$ cat config.mk
export PLATFORM = sky130hd
export DESIGN_NAME = ppt_port
export DESIGN_NICKNAME = d
export VERILOG_FILES = /design/src/rtl/ppt_pkg.sv /design/src/rtl/ppt_port.sv /design/src/rtl/ppt_cycle_timer.sv
export SDC_FILE = /design/constraint.sdc
export NUM_CORES = 1
export LEC_CHECK = 0
export BUFFER_PORTS_ARGS = -buffer_cell sky130_fd_sc_hd__buf_2
export CAP_MARGIN = 20
export CORE_MARGIN = 1
export CORE_UTILIZATION = 35
export CTS_CLUSTER_SIZE = 16
export DETAILED_ROUTE_END_ITERATION = 10
export HOLD_SLACK_MARGIN = 0.12
export MAX_ROUTING_LAYER = met4
export PLACE_DENSITY_LB_ADDON = 0.15
export SYNTH_ARGS = -nofsm -noshare
export SYNTH_HDL_FRONTEND = slang
export SYNTH_SLANG_ARGS = --single-unit
$ cat constraint.sdc
create_clock -name clk -period 8.5 [get_ports clk]
set_input_delay 0 -clock clk [delete_from_list [all_inputs] [get_ports clk]]
set_output_delay 0 -clock clk [all_outputs]
set_load 0.05 [all_outputs]
$ cat src/rtl/ppt_pkg.sv
// Constants, offsets, field positions and phase type of the port block.
// Assumes a 32-bit AHB-Lite slave decoded on the low eight address bits.
package ppt_pkg;
   // ----------------------------------------
   // Register byte offsets
   // ----------------------------------------
   localparam logic [7:0] OFF_MODE  = 8'h00;
   localparam logic [7:0] OFF_CFG   = 8'h04;
   localparam logic [7:0] OFF_ADDR  = 8'h08;
   localparam logic [7:0] OFF_PINEN = 8'h0C;
   localparam logic [7:0] OFF_STAT  = 8'h10;
   localparam logic [7:0] OFF_DATA  = 8'h14;
   localparam logic [3:0] OFF_BUF   = 4'h2;
   // ----------------------------------------
   // Field positions
   // ----------------------------------------
   localparam int MODE_BUSY  = 15;
   localparam int MODE_INTERRUPT_REQUEST_MODE  = 13;
   localparam int MODE_ADDRESS_STEP_MODE  = 11;
   localparam int MODE_SEL   = 8;
   localparam int MODE_SETUP_WAIT_COUNT = 6;
   localparam int MODE_STROBE_WAIT_COUNT = 2;
   localparam int MODE_HOLD_WAIT_COUNT = 0;
   localparam int CFG_ADDRESS_DATA_MULTIPLEX_FIELD = 11;
   localparam int CFG_CSF    = 6;
   localparam int ADDR_CS    = 14;
   localparam int STAT_IBF   = 15;
   localparam int STAT_INPUT_OVERFLOW_FLAG  = 14;
   localparam int STAT_INPUT_BUFFER_FULL_FLAGS  = 8;
   localparam int STAT_OBE   = 7;
   localparam int STAT_OUTPUT_UNDERFLOW_FLAG  = 6;
   localparam int STAT_OUTPUT_BUFFER_EMPTY_FLAGS  = 0;
   // ----------------------------------------
   // Masks and reset values
   // ----------------------------------------
   localparam logic [14:0] ADDR_MASK  = 15'h47FF;
   localparam logic [14:0] ADDR_RST   = 15'h0000;
   localparam logic [14:0] PINEN_RST  = 15'h0000;
   localparam logic [3:0]  OUTPUT_BUFFER_EMPTY_FLAGS_RST   = 4'hF;
   // ----------------------------------------
   // Mode codes
   // ----------------------------------------
   localparam logic [1:0] MODE_LEGACY = 2'h0;
   localparam logic [1:0] MODE_ENH    = 2'h1;
   localparam logic [1:0] MODE_MAS2   = 2'h2;
   localparam logic [1:0] MODE_MAS1   = 2'h3;
   localparam logic [1:0] ADDRESS_STEP_MODE_INC    = 2'h1;
   localparam logic [1:0] ADDRESS_STEP_MODE_DEC    = 2'h2;
   localparam logic [1:0] CSF_CS      = 2'h2;
   localparam logic [1:0] ADDRESS_DATA_MULTIPLEX_FIELD_NONE = 2'h0;
   // ----------------------------------------
   // Timing in peripheral clock cycles
   // ----------------------------------------
   localparam logic [3:0] STROBE_WAIT_COUNT_FAST    = 4'h0;
   localparam logic [3:0] FAST_SETUP_CYC = 4'h1;
   localparam logic [2:0] FAST_WR_HOLD  = 3'h1;
   localparam logic [2:0] FAST_RD_HOLD  = 3'h0;
   typedef enum logic [1:0] {
      PH_IDLE, PH_SETUP, PH_STROBE, PH_HOLD
   } ppt_phase_t;
endpackage

$ cat src/rtl/ppt_port.sv
// Parallel port timing, address, pin enable and slave buffer status.
// Assumes an AHB-Lite master, host pins asynchronous to clk.
//
// Functional notes
// - Strobe lasts strobe_wait_count plus one cycles
// - Write hold lasts hold_wait_count plus one cycles
// - Read hold lasts hold_wait_count cycles
// - Zero strobe code forces fixed setup, hold
// - Chip select bit excluded from stepping
// - Address bit fourteen drives chip select
// - Eleven-bit address driven in master cycles
// - Pin fourteen enable hands pin to port
// - Pins ten to two enabled per bit
// - Pins one, zero: address, or pin one low and pin zero latch strobe
// - Buffer status tracks slave modes only
// - Input all-full summary over all buffers
// - Host write to full sets sticky overflow
// - Per-buffer full, cleared on software read
// - Output all-empty summary over all buffers
// - Host read of empty sets sticky underflow
// - Per-buffer empty, cleared on software write
// - Unimplemented bits read zero, writes ignored
// - Setup lasts setup_wait_count plus one cycles
// - Two-bit field selects slave or master modes
// - Master cycle optionally steps the address
//
// Implementation choices: the placing of the registers and register access over AHB-Lite.
`timescale 1ns/1ns
module ppt_port (
   input  wire logic        clk,
   input  wire logic        rst,
   input  wire logic        hsel,
   input  wire logic [31:0] haddr,
   input  wire logic [1:0]  htrans,
   input  wire logic        hwrite,
   input  wire logic [2:0]  hsize,
   input  wire logic [31:0] hwdata,
   input  wire logic        hready,
   output logic             hreadyout,
   output logic [31:0]      hrdata,
   output logic             hresp,
   output logic [14:0]      pa_out,
   output logic [14:0]      pa_oe,
   input  wire logic [7:0]  pd_in,
   output logic [7:0]       pd_out,
   output logic             pd_oe,
   output logic             strb_rd,
   output logic             strb_wr,
   input  wire logic        hst_cs,
   input  wire logic        hst_rd,
   input  wire logic        hst_wr,
   input  wire logic [1:0]  hst_addr
);
   typedef struct packed {
      logic [1:0]       interrupt_request_mode;
      logic [1:0]       address_step_mode;
      logic [1:0]       mode;
      logic [1:0]       setup_wait_count;
      logic [3:0]       strobe_wait_count;
      logic [1:0]       hold_wait_count;
      logic [1:0]       address_data_multiplex_field;
      logic [1:0]       select_function_field;
      logic [14:0]      addr;
      logic [14:0]      address_pin_enables;
      logic [3:0]       in_full;
      logic             ovf;
      logic [3:0]       out_empty;
      logic             unf;
      logic [3:0][7:0]  in_buf;
      logic [3:0][7:0]  out_buf;
      logic [7:0]       mdata;
      logic             start;
      logic             cyc_rd;
      logic             wr_pend;
      logic             rd_pend;
      logic [7:0]       a_off;
      logic [31:0]      rdata;
      logic [2:0]       wr_s;
      logic [2:0]       rd_s;
      logic [1:0]       cs_s;
      logic [1:0]       ad_s1;
      logic [1:0]       ad_s2;
      logic [7:0]       din_s1;
      logic [7:0]       din_s2;
   } ppt_top_state_t;

   ppt_top_state_t      s_r;
   ppt_top_state_t      s_nxt;
   ppt_pkg::ppt_phase_t phase;
   logic                busy;
   logic                done;
   logic                mst;
   logic                slv;
   logic                muxed;
   logic                host_wr;
   logic                host_rd;
   logic [1:0]          hidx;
   logic                take;
   logic                is_buf;
   logic [1:0]          bidx;
   logic [9:0]          step;
   logic [31:0]         rv;

   // ----------------------------------------
   // Mode decode and host event detection
   // ----------------------------------------
   assign mst   = s_r.mode[1];
   assign slv   = !s_r.mode[1];
   assign muxed = s_r.address_data_multiplex_field != ppt_pkg::ADDRESS_DATA_MULTIPLEX_FIELD_NONE;
   // Edges read only the second and third sync stages
   assign host_wr = s_r.wr_s[1] & !s_r.wr_s[2] & s_r.cs_s[1] & slv;
   assign host_rd = s_r.rd_s[1] & !s_r.rd_s[2] & s_r.cs_s[1] & slv;
   // Legacy slave has a single buffer, enhanced is addressed
   assign hidx = (s_r.mode == ppt_pkg::MODE_ENH) ? s_r.ad_s2 : 2'h0;
   assign take = hsel & hready & htrans[1] & (hsize == 3'h2);
   assign is_buf = s_r.a_off[7:4] == ppt_pkg::OFF_BUF
                   && s_r.a_off[1:0] == 2'h0;
   assign bidx = s_r.a_off[3:2];

   ppt_cycle_timer u_timer (
      .clk         (clk),
      .rst         (rst),
      .start       (s_r.start),
      .is_read     (s_r.cyc_rd),
      .setup_code  (s_r.setup_wait_count),
      .strobe_code (s_r.strobe_wait_count),
      .hold_code   (s_r.hold_wait_count),
      .phase       (phase),
      .busy        (busy),
      .done        (done)
   );

   // ----------------------------------------
   // Register read view
   // ----------------------------------------
   always_comb
   begin
      rv = 32'h0000_0000;
      case (s_r.a_off)
         ppt_pkg::OFF_MODE:
            rv = (32'(busy | s_r.start) << ppt_pkg::MODE_BUSY)
               | (32'(s_r.interrupt_request_mode)  << ppt_pkg::MODE_INTERRUPT_REQUEST_MODE)
               | (32'(s_r.address_step_mode)  << ppt_pkg::MODE_ADDRESS_STEP_MODE)
               | (32'(s_r.mode)  << ppt_pkg::MODE_SEL)
               | (32'(s_r.setup_wait_count) << ppt_pkg::MODE_SETUP_WAIT_COUNT)
               | (32'(s_r.strobe_wait_count) << ppt_pkg::MODE_STROBE_WAIT_COUNT)
               | (32'(s_r.hold_wait_count) << ppt_pkg::MODE_HOLD_WAIT_COUNT);
         ppt_pkg::OFF_CFG:
            rv = (32'(s_r.address_data_multiplex_field) << ppt_pkg::CFG_ADDRESS_DATA_MULTIPLEX_FIELD)
               | (32'(s_r.select_function_field)    << ppt_pkg::CFG_CSF);
         ppt_pkg::OFF_ADDR:
            rv = 32'(s_r.addr);
         ppt_pkg::OFF_PINEN:
            rv = 32'(s_r.address_pin_enables);
         ppt_pkg::OFF_STAT:
            rv = (32'(&s_r.in_full)   << ppt_pkg::STAT_IBF)
               | (32'(s_r.ovf)        << ppt_pkg::STAT_INPUT_OVERFLOW_FLAG)
               | (32'(s_r.in_full)    << ppt_pkg::STAT_INPUT_BUFFER_FULL_FLAGS)
               | (32'(&s_r.out_empty) << ppt_pkg::STAT_OBE)
               | (32'(s_r.unf)        << ppt_pkg::STAT_OUTPUT_UNDERFLOW_FLAG)
               | (32'(s_r.out_empty)  << ppt_pkg::STAT_OUTPUT_BUFFER_EMPTY_FLAGS);
         ppt_pkg::OFF_DATA:
            rv = 32'(s_r.mdata);
         default:
            if (is_buf)
               rv = 32'(s_r.in_buf[bidx]);
      endcase
   end

   // ----------------------------------------
   // Next state
   // ----------------------------------------
   always_comb
   begin
      s_nxt         = s_r;
      s_nxt.start   = 1'b0;
      s_nxt.wr_s    = {s_r.wr_s[1:0], hst_wr};
      s_nxt.rd_s    = {s_r.rd_s[1:0], hst_rd};
      s_nxt.cs_s    = {s_r.cs_s[0], hst_cs};
      s_nxt.ad_s1   = hst_addr;
      s_nxt.ad_s2   = s_r.ad_s1;
      s_nxt.din_s1  = pd_in;
      s_nxt.din_s2  = s_r.din_s1;
      s_nxt.wr_pend = take & hwrite;
      s_nxt.rd_pend = take & !hwrite;
      if (take)
         s_nxt.a_off = haddr[7:0];
      // Address stepping of the combined field
      if (s_r.select_function_field == ppt_pkg::CSF_CS)
         step = {1'b0, s_r.addr[10:2]};
      else
         step = {s_r.addr[14], s_r.addr[10:2]};
      if (s_r.address_step_mode == ppt_pkg::ADDRESS_STEP_MODE_INC)
         step = step + 10'h001;
      else if (s_r.address_step_mode == ppt_pkg::ADDRESS_STEP_MODE_DEC)
         step = step - 10'h001;
      if (s_r.wr_pend)
      begin
         case (s_r.a_off)
            ppt_pkg::OFF_MODE:
               // Timing changes mid-cycle would tear a strobe
               if (!busy && !s_r.start)
               begin
                  s_nxt.interrupt_request_mode  = hwdata[ppt_pkg::MODE_INTERRUPT_REQUEST_MODE +: 2];
                  s_nxt.address_step_mode  = hwdata[ppt_pkg::MODE_ADDRESS_STEP_MODE +: 2];
                  s_nxt.mode  = hwdata[ppt_pkg::MODE_SEL +: 2];
                  s_nxt.setup_wait_count = hwdata[ppt_pkg::MODE_SETUP_WAIT_COUNT +: 2];
                  s_nxt.strobe_wait_count = hwdata[ppt_pkg::MODE_STROBE_WAIT_COUNT +: 4];
                  s_nxt.hold_wait_count = hwdata[ppt_pkg::MODE_HOLD_WAIT_COUNT +: 2];
               end
            ppt_pkg::OFF_CFG:
            begin
               s_nxt.address_data_multiplex_field = hwdata[ppt_pkg::CFG_ADDRESS_DATA_MULTIPLEX_FIELD +: 2];
               s_nxt.select_function_field    = hwdata[ppt_pkg::CFG_CSF +: 2];
            end
            ppt_pkg::OFF_ADDR:
               s_nxt.addr = hwdata[14:0] & ppt_pkg::ADDR_MASK;
            ppt_pkg::OFF_PINEN:
               s_nxt.address_pin_enables = hwdata[14:0] & ppt_pkg::ADDR_MASK;
            ppt_pkg::OFF_STAT:
            begin
               s_nxt.ovf = hwdata[ppt_pkg::STAT_INPUT_OVERFLOW_FLAG];
               s_nxt.unf = hwdata[ppt_pkg::STAT_OUTPUT_UNDERFLOW_FLAG];
            end
            ppt_pkg::OFF_DATA:
               if (mst && !busy && !s_r.start)
               begin
                  s_nxt.mdata  = hwdata[7:0];
                  s_nxt.start  = 1'b1;
                  s_nxt.cyc_rd = 1'b0;
               end
            default:
               if (is_buf)
               begin
                  s_nxt.out_buf[bidx]   = hwdata[7:0];
                  s_nxt.out_empty[bidx] = 1'b0;
               end
         endcase
      end
      if (s_r.rd_pend)
      begin
         s_nxt.rdata = rv;
         // Reading data returns the last byte and fetches the next
         if (s_r.a_off == ppt_pkg::OFF_DATA && mst && !busy
             && !s_r.start)
         begin
            s_nxt.start  = 1'b1;
            s_nxt.cyc_rd = 1'b1;
         end
         else if (is_buf)
            s_nxt.in_full[bidx] = 1'b0;
      end
      // Sample while the strobe stands; the bus is released in hold
      if (phase == ppt_pkg::PH_STROBE && s_r.cyc_rd)
         s_nxt.mdata = s_r.din_s2;
      if (done)
      begin
         if (s_r.address_step_mode == ppt_pkg::ADDRESS_STEP_MODE_INC
             || s_r.address_step_mode == ppt_pkg::ADDRESS_STEP_MODE_DEC)
         begin
            s_nxt.addr[10:2] = step[8:0];
            if (s_r.select_function_field != ppt_pkg::CSF_CS)
               s_nxt.addr[14] = step[9];
         end
      end
      // Hardware events last so a set beats a same-cycle clear
      if (host_wr)
      begin
         if (s_r.in_full[hidx])
            s_nxt.ovf = 1'b1;
         else
         begin
            s_nxt.in_buf[hidx]  = s_r.din_s2;
            s_nxt.in_full[hidx] = 1'b1;
         end
      end
      if (host_rd)
      begin
         if (s_r.out_empty[hidx])
            s_nxt.unf = 1'b1;
         else
            s_nxt.out_empty[hidx] = 1'b1;
      end
   end

   always_ff @(posedge clk or posedge rst)
   begin
      if (rst)
      begin
         s_r           <= '0;
         s_r.out_empty <= ppt_pkg::OUTPUT_BUFFER_EMPTY_FLAGS_RST;
         s_r.addr      <= ppt_pkg::ADDR_RST;
         s_r.address_pin_enables      <= ppt_pkg::PINEN_RST;
      end
      else
         s_r <= s_nxt;
   end

   // ----------------------------------------
   // Bus answer
   // ----------------------------------------
   // One wait state on reads keeps read side effects exact
   assign hreadyout = !s_r.rd_pend;
   assign hrdata    = s_r.rdata;
   assign hresp     = 1'b0;

   // ----------------------------------------
   // Pins
   // ----------------------------------------
   for (genvar g = 2; g <= 10; g++)
   begin : g_apin
      assign pa_out[g] = s_r.addr[g];
      assign pa_oe[g]  = s_r.address_pin_enables[g] & mst;
   end
   assign pa_out[13:11] = 3'h0;
   assign pa_oe[13:11]  = 3'h0;
   // Same bit serves as chip select or address line fourteen
   assign pa_out[14] = s_r.addr[ppt_pkg::ADDR_CS];
   assign pa_oe[14]  = s_r.address_pin_enables[14] & mst;
   // High latch strobe on pin zero marks the address phase when multiplexed
   assign pa_out[0] = muxed ? (phase == ppt_pkg::PH_SETUP)
                            : s_r.addr[0];
   assign pa_out[1] = muxed ? 1'b0 : s_r.addr[1];
   assign pa_oe[1:0] = s_r.address_pin_enables[1:0] & {2{mst}};
   assign pd_out = !mst ? s_r.out_buf[hidx]
                 : (muxed && phase == ppt_pkg::PH_SETUP)
                 ? s_r.addr[7:0] : s_r.mdata;
   assign pd_oe = mst ? ((busy & !s_r.cyc_rd)
                         | (muxed && phase == ppt_pkg::PH_SETUP))
                      : (s_r.rd_s[1] & s_r.cs_s[1]);
   assign strb_rd = !mst ? 1'b0
                  : (s_r.mode == ppt_pkg::MODE_MAS1)
                  ? (busy & s_r.cyc_rd)
                  : (phase == ppt_pkg::PH_STROBE && s_r.cyc_rd);
   assign strb_wr = !mst ? 1'b0
                  : (s_r.mode == ppt_pkg::MODE_MAS1)
                  ? (phase == ppt_pkg::PH_STROBE)
                  : (phase == ppt_pkg::PH_STROBE && !s_r.cyc_rd);

   a_ovf_sticky: assert property (
      @(posedge clk) disable iff (rst)
      s_r.ovf && !(s_r.wr_pend && s_r.a_off == ppt_pkg::OFF_STAT)
      |=> s_r.ovf)
      else $error("overflow flag lost");
   a_full_set: assert property (
      @(posedge clk) disable iff (rst)
      host_wr && !s_r.in_full[hidx]
      |=> s_r.in_full[$past(hidx)])
      else $error("input full not set");
   a_cs_kept: assert property (
      @(posedge clk) disable iff (rst)
      done && s_r.select_function_field == ppt_pkg::CSF_CS && !s_r.wr_pend
      |=> s_r.addr[14] == $past(s_r.addr[14]))
      else $error("chip select bit stepped");
   a_addr_step: assert property (
      @(posedge clk) disable iff (rst)
      done && s_r.address_step_mode == ppt_pkg::ADDRESS_STEP_MODE_INC && !s_r.wr_pend
      && s_r.addr[10:2] != 9'h1FF
      |=> s_r.addr[10:2] == $past(s_r.addr[10:2]) + 9'h001)
      else $error("address not incremented");
   a_rsv_zero: assert property (
      @(posedge clk) disable iff (rst)
      hrdata[31:16] == 16'h0000 && s_r.addr[13:11] == 3'h0)
      else $error("reserved bits not zero");
   a_slave_quiet: assert property (
      @(posedge clk) disable iff (rst)
      mst |-> !(host_wr || host_rd))
      else $error("host event in master mode");
endmodule // ppt_port

$ cat src/rtl/ppt_cycle_timer.sv
// Master cycle sequencer: setup, strobe and hold phases.
// Assumes start is a one-cycle pulse given only while not busy.
`timescale 1ns/1ns
module ppt_cycle_timer (
   input  wire logic               clk,
   input  wire logic               rst,
   input  wire logic               start,
   input  wire logic               is_read,
   input  wire logic [1:0]         setup_code,
   input  wire logic [3:0]         strobe_code,
   input  wire logic [1:0]         hold_code,
   output ppt_pkg::ppt_phase_t     phase,
   output logic                    busy,
   output logic                    done
);
   typedef struct packed {
      ppt_pkg::ppt_phase_t ph;
      logic [3:0]          cnt;
      logic [3:0]          sc;
      logic [1:0]          hc;
      logic                rd;
      logic                fast;
   } ppt_tmr_state_t;

   ppt_tmr_state_t s_r;
   ppt_tmr_state_t s_nxt;
   logic [2:0]     hold_len;

   // ----------------------------------------
   // Phase sequencing
   // ----------------------------------------
   always_comb
   begin
      s_nxt = s_r;
      done  = 1'b0;
      // Fast timing forces one setup and a fixed hold
      if (s_r.fast)
         hold_len = s_r.rd ? ppt_pkg::FAST_RD_HOLD
                           : ppt_pkg::FAST_WR_HOLD;
      else if (s_r.rd)
         hold_len = {1'b0, s_r.hc};
      else
         hold_len = {1'b0, s_r.hc} + 3'h1;
      case (s_r.ph)
         ppt_pkg::PH_IDLE:
            if (start)
            begin
               s_nxt.ph   = ppt_pkg::PH_SETUP;
               s_nxt.rd   = is_read;
               s_nxt.sc   = strobe_code;
               s_nxt.hc   = hold_code;
               s_nxt.fast = strobe_code == ppt_pkg::STROBE_WAIT_COUNT_FAST;
               if (strobe_code == ppt_pkg::STROBE_WAIT_COUNT_FAST)
                  s_nxt.cnt = ppt_pkg::FAST_SETUP_CYC - 4'h1;
               else
                  s_nxt.cnt = {2'h0, setup_code};
            end
         ppt_pkg::PH_SETUP:
            if (s_r.cnt == 4'h0)
            begin
               s_nxt.ph  = ppt_pkg::PH_STROBE;
               s_nxt.cnt = s_r.sc;
            end
            else
               s_nxt.cnt = s_r.cnt - 4'h1;
         ppt_pkg::PH_STROBE:
            if (s_r.cnt != 4'h0)
               s_nxt.cnt = s_r.cnt - 4'h1;
            else if (hold_len == 3'h0)
            begin
               s_nxt.ph = ppt_pkg::PH_IDLE;
               done     = 1'b1;
            end
            else
            begin
               s_nxt.ph  = ppt_pkg::PH_HOLD;
               s_nxt.cnt = {1'b0, hold_len - 3'h1};
            end
         ppt_pkg::PH_HOLD:
            if (s_r.cnt == 4'h0)
            begin
               s_nxt.ph = ppt_pkg::PH_IDLE;
               done     = 1'b1;
            end
            else
               s_nxt.cnt = s_r.cnt - 4'h1;
         default:
            s_nxt.ph = ppt_pkg::PH_IDLE;
      endcase
   end

   always_ff @(posedge clk or posedge rst)
   begin
      if (rst)
         s_r <= '0;
      else
         s_r <= s_nxt;
   end

   assign phase = s_r.ph;
   assign busy  = s_r.ph != ppt_pkg::PH_IDLE;

   a_strobe_entry: assert property (
      @(posedge clk) disable iff (rst)
      s_r.ph == ppt_pkg::PH_SETUP && s_r.cnt == 4'h0
      |=> s_r.ph == ppt_pkg::PH_STROBE && s_r.cnt == $past(s_r.sc))
      else $error("strobe count not loaded");
   a_strobe_count: assert property (
      @(posedge clk) disable iff (rst)
      s_r.ph == ppt_pkg::PH_STROBE && s_r.cnt != 4'h0
      |=> s_r.ph == ppt_pkg::PH_STROBE
          && s_r.cnt == $past(s_r.cnt) - 4'h1)
      else $error("strobe ended early");
   a_write_hold: assert property (
      @(posedge clk) disable iff (rst)
      s_r.ph == ppt_pkg::PH_STROBE && s_r.cnt == 4'h0 && !s_r.rd
      |=> s_r.ph == ppt_pkg::PH_HOLD
          && s_r.cnt == ($past(s_r.fast) ? 4'h0 : {2'h0, $past(s_r.hc)}))
      else $error("write hold length wrong");
   a_fast_read: assert property (
      @(posedge clk) disable iff (rst)
      s_r.ph == ppt_pkg::PH_STROBE && s_r.cnt == 4'h0
      && s_r.rd && s_r.fast |-> done ##1 !busy)
      else $error("fast read has hold phase");
   a_busy_order: assert property (
      @(posedge clk) disable iff (rst)
      start && !busy |=> s_r.ph == ppt_pkg::PH_SETUP)
      else $error("cycle did not begin with setup");
endmodule // ppt_cycle_timer

# Word-level counts from Yosys, hierarchy flattened
# Cells that the tools add are included.
# op_classes
add_sub_neg,5
n_lt_le_gt_ge,4
eq_ne,22
muxes,79
n_bitwise,46
n_reduce_logical,46
# ops
cell,count
$pmux W32 S6,1
$bwmux W32,2
$mux W8,8
$mux W10,6
$mux W4,11
$bmux W8 S2,2
$demux W8 S2,2
$or A16 B15 Y16,2
$or A16 B8 Y16,2
$mux W15,2
$mux W30,1
$and A1 B1 Y1,24
$pmux W6 S4,1
$mux W1,22
$mux W9,2
$eq A8 B4 Y1 const B,2
$eq A8 B5 Y1 const B,2
$mux W2,8
$or A16 B10 Y16,1
$or A16 B12 Y16,1
$or A16 B13 Y16,1
$or A16 B2 Y16,1
$or A16 B4 Y16,1
$or A16 B6 Y16,1
43 further kinds,96
# totals
regBits,210
input_bits,87
out_inout_bits,75
elab_cells,245

# Longest topological paths before layout
# depth
ltp_word,12
mapped_depth,11
depth_no_buf,10

# Hierarchy
# From an unflattened synthesis, not the netlist that was laid out.
# hier_totals
hier_cells,878
hier_area_um2,9893.2
# modules_own_cells
module,instances,cells_per_inst,area_per_inst_um2,seq_area_each_um2
ppt_port,1,784,8981.1,4509.3
ppt_cycle_timer,1,94,912.1,350.3

# Least setup slack after synthesis
# No wires, ideal clock.
# synth_path
path_kind,flip-flop to flip-flop
startpoint,reg u_timer.s_r[2] (netlist name)
endpoint,reg s_r (netlist bit pa_out[6])
setup_time_ps,123
arrival_ps,2707
required_ps,8377
path_slack_ps,5670
stages_incl_launch_ff,11
path_buffers,1
period_less_slack_ps,2830
path_cell_list,dfrtp_1 > ha_1 > mux2i_1 > or2_2 > ha_1 > ha_1 > o21ai_0 > nor3_1 > or3_1 > clkbuf_1 > o221a_2
# synth_via
elab_chain_len,8
# synth_lines
element,line,source
"start, declared",ppt_cycle_timer.sv:25,ppt_tmr_state_t s_r;
"start signal, assigned",ppt_cycle_timer.sv:97,s_r <= s_nxt;
$add A2 B1 Y3,ppt_cycle_timer.sv:43,"hold_len = {1'b0, s_r.hc} + 3'h1;"
$mux W3 (*),ppt_cycle_timer.sv:40,else if (s_r.rd)
$mux W3 (*),ppt_cycle_timer.sv:37,if (s_r.fast)
$logic_not A3 Y1 (*),ppt_cycle_timer.sv:69,else if (hold_len == 3'h0)
$mux W1 (*),ppt_cycle_timer.sv:69,
$mux W1 (*),ppt_cycle_timer.sv:67,if (s_r.cnt != 4'h0)
$pmux W1 S2 (*),ppt_cycle_timer.sv:44,case (s_r.ph)
$mux W9 (*),ppt_port.sv:256,if (done)
"end signal, assigned",ppt_port.sv:296,s_r <= s_nxt;
"end, declared",ppt_port.sv:87,ppt_top_state_t s_r;
# Every way passes the cells marked *; elsewhere a longest branch is shown, timed or not.
# A chain may end at the register's enable or synchronous reset.

# Worst setup path after layout
# layout_path
startpoint,reg s_r[17] (netlist name)
endpoint,reg s_r[135] (netlist name)
# layout_via
elab_chain_len,6
word_cells_on_any_way,11
classes_between,order compare: 2; mux: 6; bitwise: 1; reduce/logical: 2
# layout_lines
element,line,source
$mux W2 (*),ppt_port.sv:114,assign hidx = (s_r.mode == ppt_pkg::MODE_ENH) ? s_r.ad_s2 : 2'h0;
$lt A2 B3 Y1 (implied by the code) / $ge A2 B1 Y1 (equally long branches),ppt_port.sv:273,s_nxt.in_buf[hidx] = s_r.din_s2;
$logic_and A1 B1 Y1 (implied by the code),ppt_port.sv:273,
$mux W8 (implied by the code),ppt_port.sv:273,
$demux W8 S2,ppt_port.sv:273,
$bwmux W32,ppt_port.sv:273,
# Every way passes the cells marked *; elsewhere a longest branch is shown, timed or not. The select of a mux whose other input is x is not followed.

==> metrics.md <==
| Metric | Value |
|---|---|
| Outcome | finished clean |
| Leak Pwr | 5.02 nW |
| Rows | 60 |
| Die footprint | 0.0282 mm2 |
| Core area | 0.0270 mm2 |
| Top cell type's share of synthesized area | 49.4% |
| Vias in the first global route | 6,920 |
| Detailed Route WL | 27.1 mm |
| Die height | 168 um |
| Clk root buf | clkbuf_16 |
| Average vias per placed instance | 5.40 |
| Worst skew pair latency | 0.45 ns |
| Setup crit start kind | flop |
| Clk buf depth | 2 |
| Rel. slew slack | 26.3% |
| Post-Synth Adder-Cell Area | 1.17% |
| Worst EP arrival | 3.44 ns |
| HPWL Detailed | 18.9 mm |
| Commonest cells post-synth | dfrtp_1, mux2_2, nand2_1 |
| Diode count | 0 |
| Largest family of logic cells by synthesized area | multiplexers |
| Compound-Gate Fraction of Synth Area | 13.2% |
| Fin nets | 1,031 |
| Synth area leaders | dfrtp_1, mux2_2, buf_4, nand2_1, mux2i_1 |
| Largest net degree at the start of global routing | 123 |
| Synth warn | 0 |
| Unrepaired setup endpoints after global routing | no |
| Most common cell in the netlist | dfrtp_1 |
| WL/cell | 21.0 um |
| Final setup margin | 5.39 ns |
| Mapped cell area | 0.00962 mm2 |
| Hold slack | 0.157 ns |
| Cell family with the largest share of critical-path delay | compound AO/OA/AOI/OAI gates |
| Post-CTS resize count | 0 |
| Worst-path cell chain | o21ai_1, a221o_1, and3_1, mux2_2 |
| ANT nets after route | 0 |
| Post-synth EDFFs | 0 |
| WP data required | 8.83 ns |
| Global-route wire length before repair | 42.0 mm |
| P&R area growth vs syn | 15.3% |
| Max Cap Viol | 0 |
| Min-delay worst type | primary input to flop |
| Port buffer count | 96 |
| Synth async-reset ratio | 100% |
| Hold buffer count at cts | 38 |
| Pwr/cell area | 249 mW/mm2 |
| Synth Instances | 851 |
| Overall global routing resource usage | 20.4% |
| I/O pins | 162 |
| Unique cell type count in the Yosys netlist | 75 |
| Layout Skew | 0.0134 ns |
| Slew @ Worst Pin | 1.10 ns |
| Post-synthesis average cell area | 11.3 um2 |
| Slowest cell on crit path | o21ai_1 |
| # DRC | 0 |
| Cell accounting for the most synthesized area | dfrtp_1 |
| Dpl ws | 5.39 ns |
| RD Place Congestion | 0.873 |
| Sequential-to-total area share from yosys stat | 50.5% |
| Final min period | 3.11 ns |
| CTS tree | done |
| FMAX | 0.321 GHz |
| Worst Path Buf+Inv | 0 |
| Number of post-CTS setup repair buffers | 0 |
| Post-Synth XOR/XNOR Area | 0.364% |
| Routed vias | 6,962 |
| Die Span X | 168 um |
| Final setup fails | 0 |
| Final-report hold violation count | 0 |
| Max Slew Vio Count | 0 |
| Clock slew at reported path FFs | 0.07 ns |
| Multiplexer share of the synthesized area | 16.3% |
| Share of layout cells above drive strength 1 | 28.2% |
| Tcrit/Tclk final | 36.6% |
| CP endpoint kind | flop |
| Main synth FF type | dfrtp_1 |
| Crit-path max FO | 14 |
| Post-Route Setup TNS | 0 ns |
| CTS HTree Levels | 4 |
| Initial antenna violation count | 0 |
| Worst path max stage delay | 1.00 ns |
| Worst vdd rail ir drop | 0.000103 V |
| DR pass1 iterations | 6 |
| Starting DRT DRC Count | 539 |
| CTS sink count | 194 |
| Synthesized flop and latch total | 194 |
| Gr ovfl total | 0 |
| Post-synthesis simple-gate area fraction | 11.6% |
| Starting Density | 35.7% |
| Cts bufs inserted | 17 |
| Fill count | 2,610 |
| Critical setup path kind | flop to flop |
==> placed cells by master (no fill, tap or decap), types with 16 or more instances in the layout <==
cell type      synthesis  layout
inv_1                 20      19
a21oi_1               17      17
conb_1                 1      23
nand2_1               60      60
o21ai_0               34      33
mux2i_1               22      22
and2_1                16      16
dlygate4sd3_1          0      38
nor3_1                16      16
mux2_2               103     103
dfrtp_1              190     190
clkbuf_16              0      17
nor2_1                47      47
buf_2                  5      96
==> sequential cells by signal, indices dropped and copies added, names as in the netlist <==
register	flops
bidx	2
hrdata	16
mst	1
pa_out	10
s_nxt	15
s_r	136
u_timer.phase	2
u_timer.s_r	12
==> worst reg2reg max path, delay by kind of cell, from the launching register on <==
kind	cells	cell delay, ns
AND/OR/NAND/NOR	1	0.52
multiplexers	1	0.40
flip-flops	1	0.69
AO/OA/AOI/OAI	2	1.39
==> power breakdown <==
part / internal, W / switching [W] / total, W
registers: 0.00104 / 0.000171 / 0.00121
logic: 0.000260 / 0.000467 / 0.000727
clock network: 0.000425 / 0.000409 / 0.000834
total: 0.00172 / 0.00105 / 0.00277
==> through the flow <==
stage / util, % / power [W] / instance area (um2) / std cells
floorplan: - / 0.00177 / 9700 / 873
global placement: 37.5 / 0.00193 / 10100 / 1219
detailed placement: 37.5 / 0.00194 / 10100 / 1219
CTS: 41.2 / 0.00279 / 11100 / 1289
global route: 41.2 / 0.00290 / 11100 / 1289
finish: 41.2 / 0.00277 / 11100 / 1289
==> cells by family (layout without fill, tap and decap cells) <==
family | count (synthesis) | after routing
simple gates | 215 | 215
mux | 134 | 134
buf+inv | 119 | 194
other cells | 1 | 23
compound gates | 175 | 175
flops | 194 | 194
fa+ha+maj | 9 | 9
xor+xnor | 4 | 4
==> cell type report <==
type | count | area (um2) | share of cell area [%]
Sequential cell | 194 | 4860 | 43.8
Clock buffer | 17 | 425 | 3.84
Multi-Input combinational cell | 560 | 4190 | 37.8
Clock inverter | 15 | 189 | 1.70
Inverter | 21 | 86.3 | 0.778
Tap cell | 341 | 427 | 3.85
Timing Repair Buffer | 141 | 913 | 8.23
==> final timing paths <==
path                                     from              endpoint  slack [ns]  cells past startpoint
max in group asynchronous                 rst  s_r[157]$_DFFE_PP0P_        6.76                      4
max reg2reg                 s_r[17]$_DFF_PP0_  s_r[135]$_DFFE_PP0P_        5.39                      4
max                         s_r[17]$_DFF_PP0_  s_r[135]$_DFFE_PP0P_        5.39                      4
min reg2reg                s_nxt[3]$_DFF_PP0_      s_r[3]$_DFF_PP0_        0.35                      0
min                                    hready     s_r[68]$_DFF_PP0_        0.16                      3
min in group asynchronous                 rst    s_nxt[1]$_DFF_PP0_        0.25                      3
==> routing by layer <==
layer / track usage (%) / up-vias / wire length [um]
met1: 27.4 / 3538 / 12700
li1: - / 3197 / -
met4: 4.99 / 0 / 423
met5: - / - / 0
met3: 3.53 / 29 / 1110
met2: 32.1 / 198 / 12800
Power figures use the tool's default switching activity.
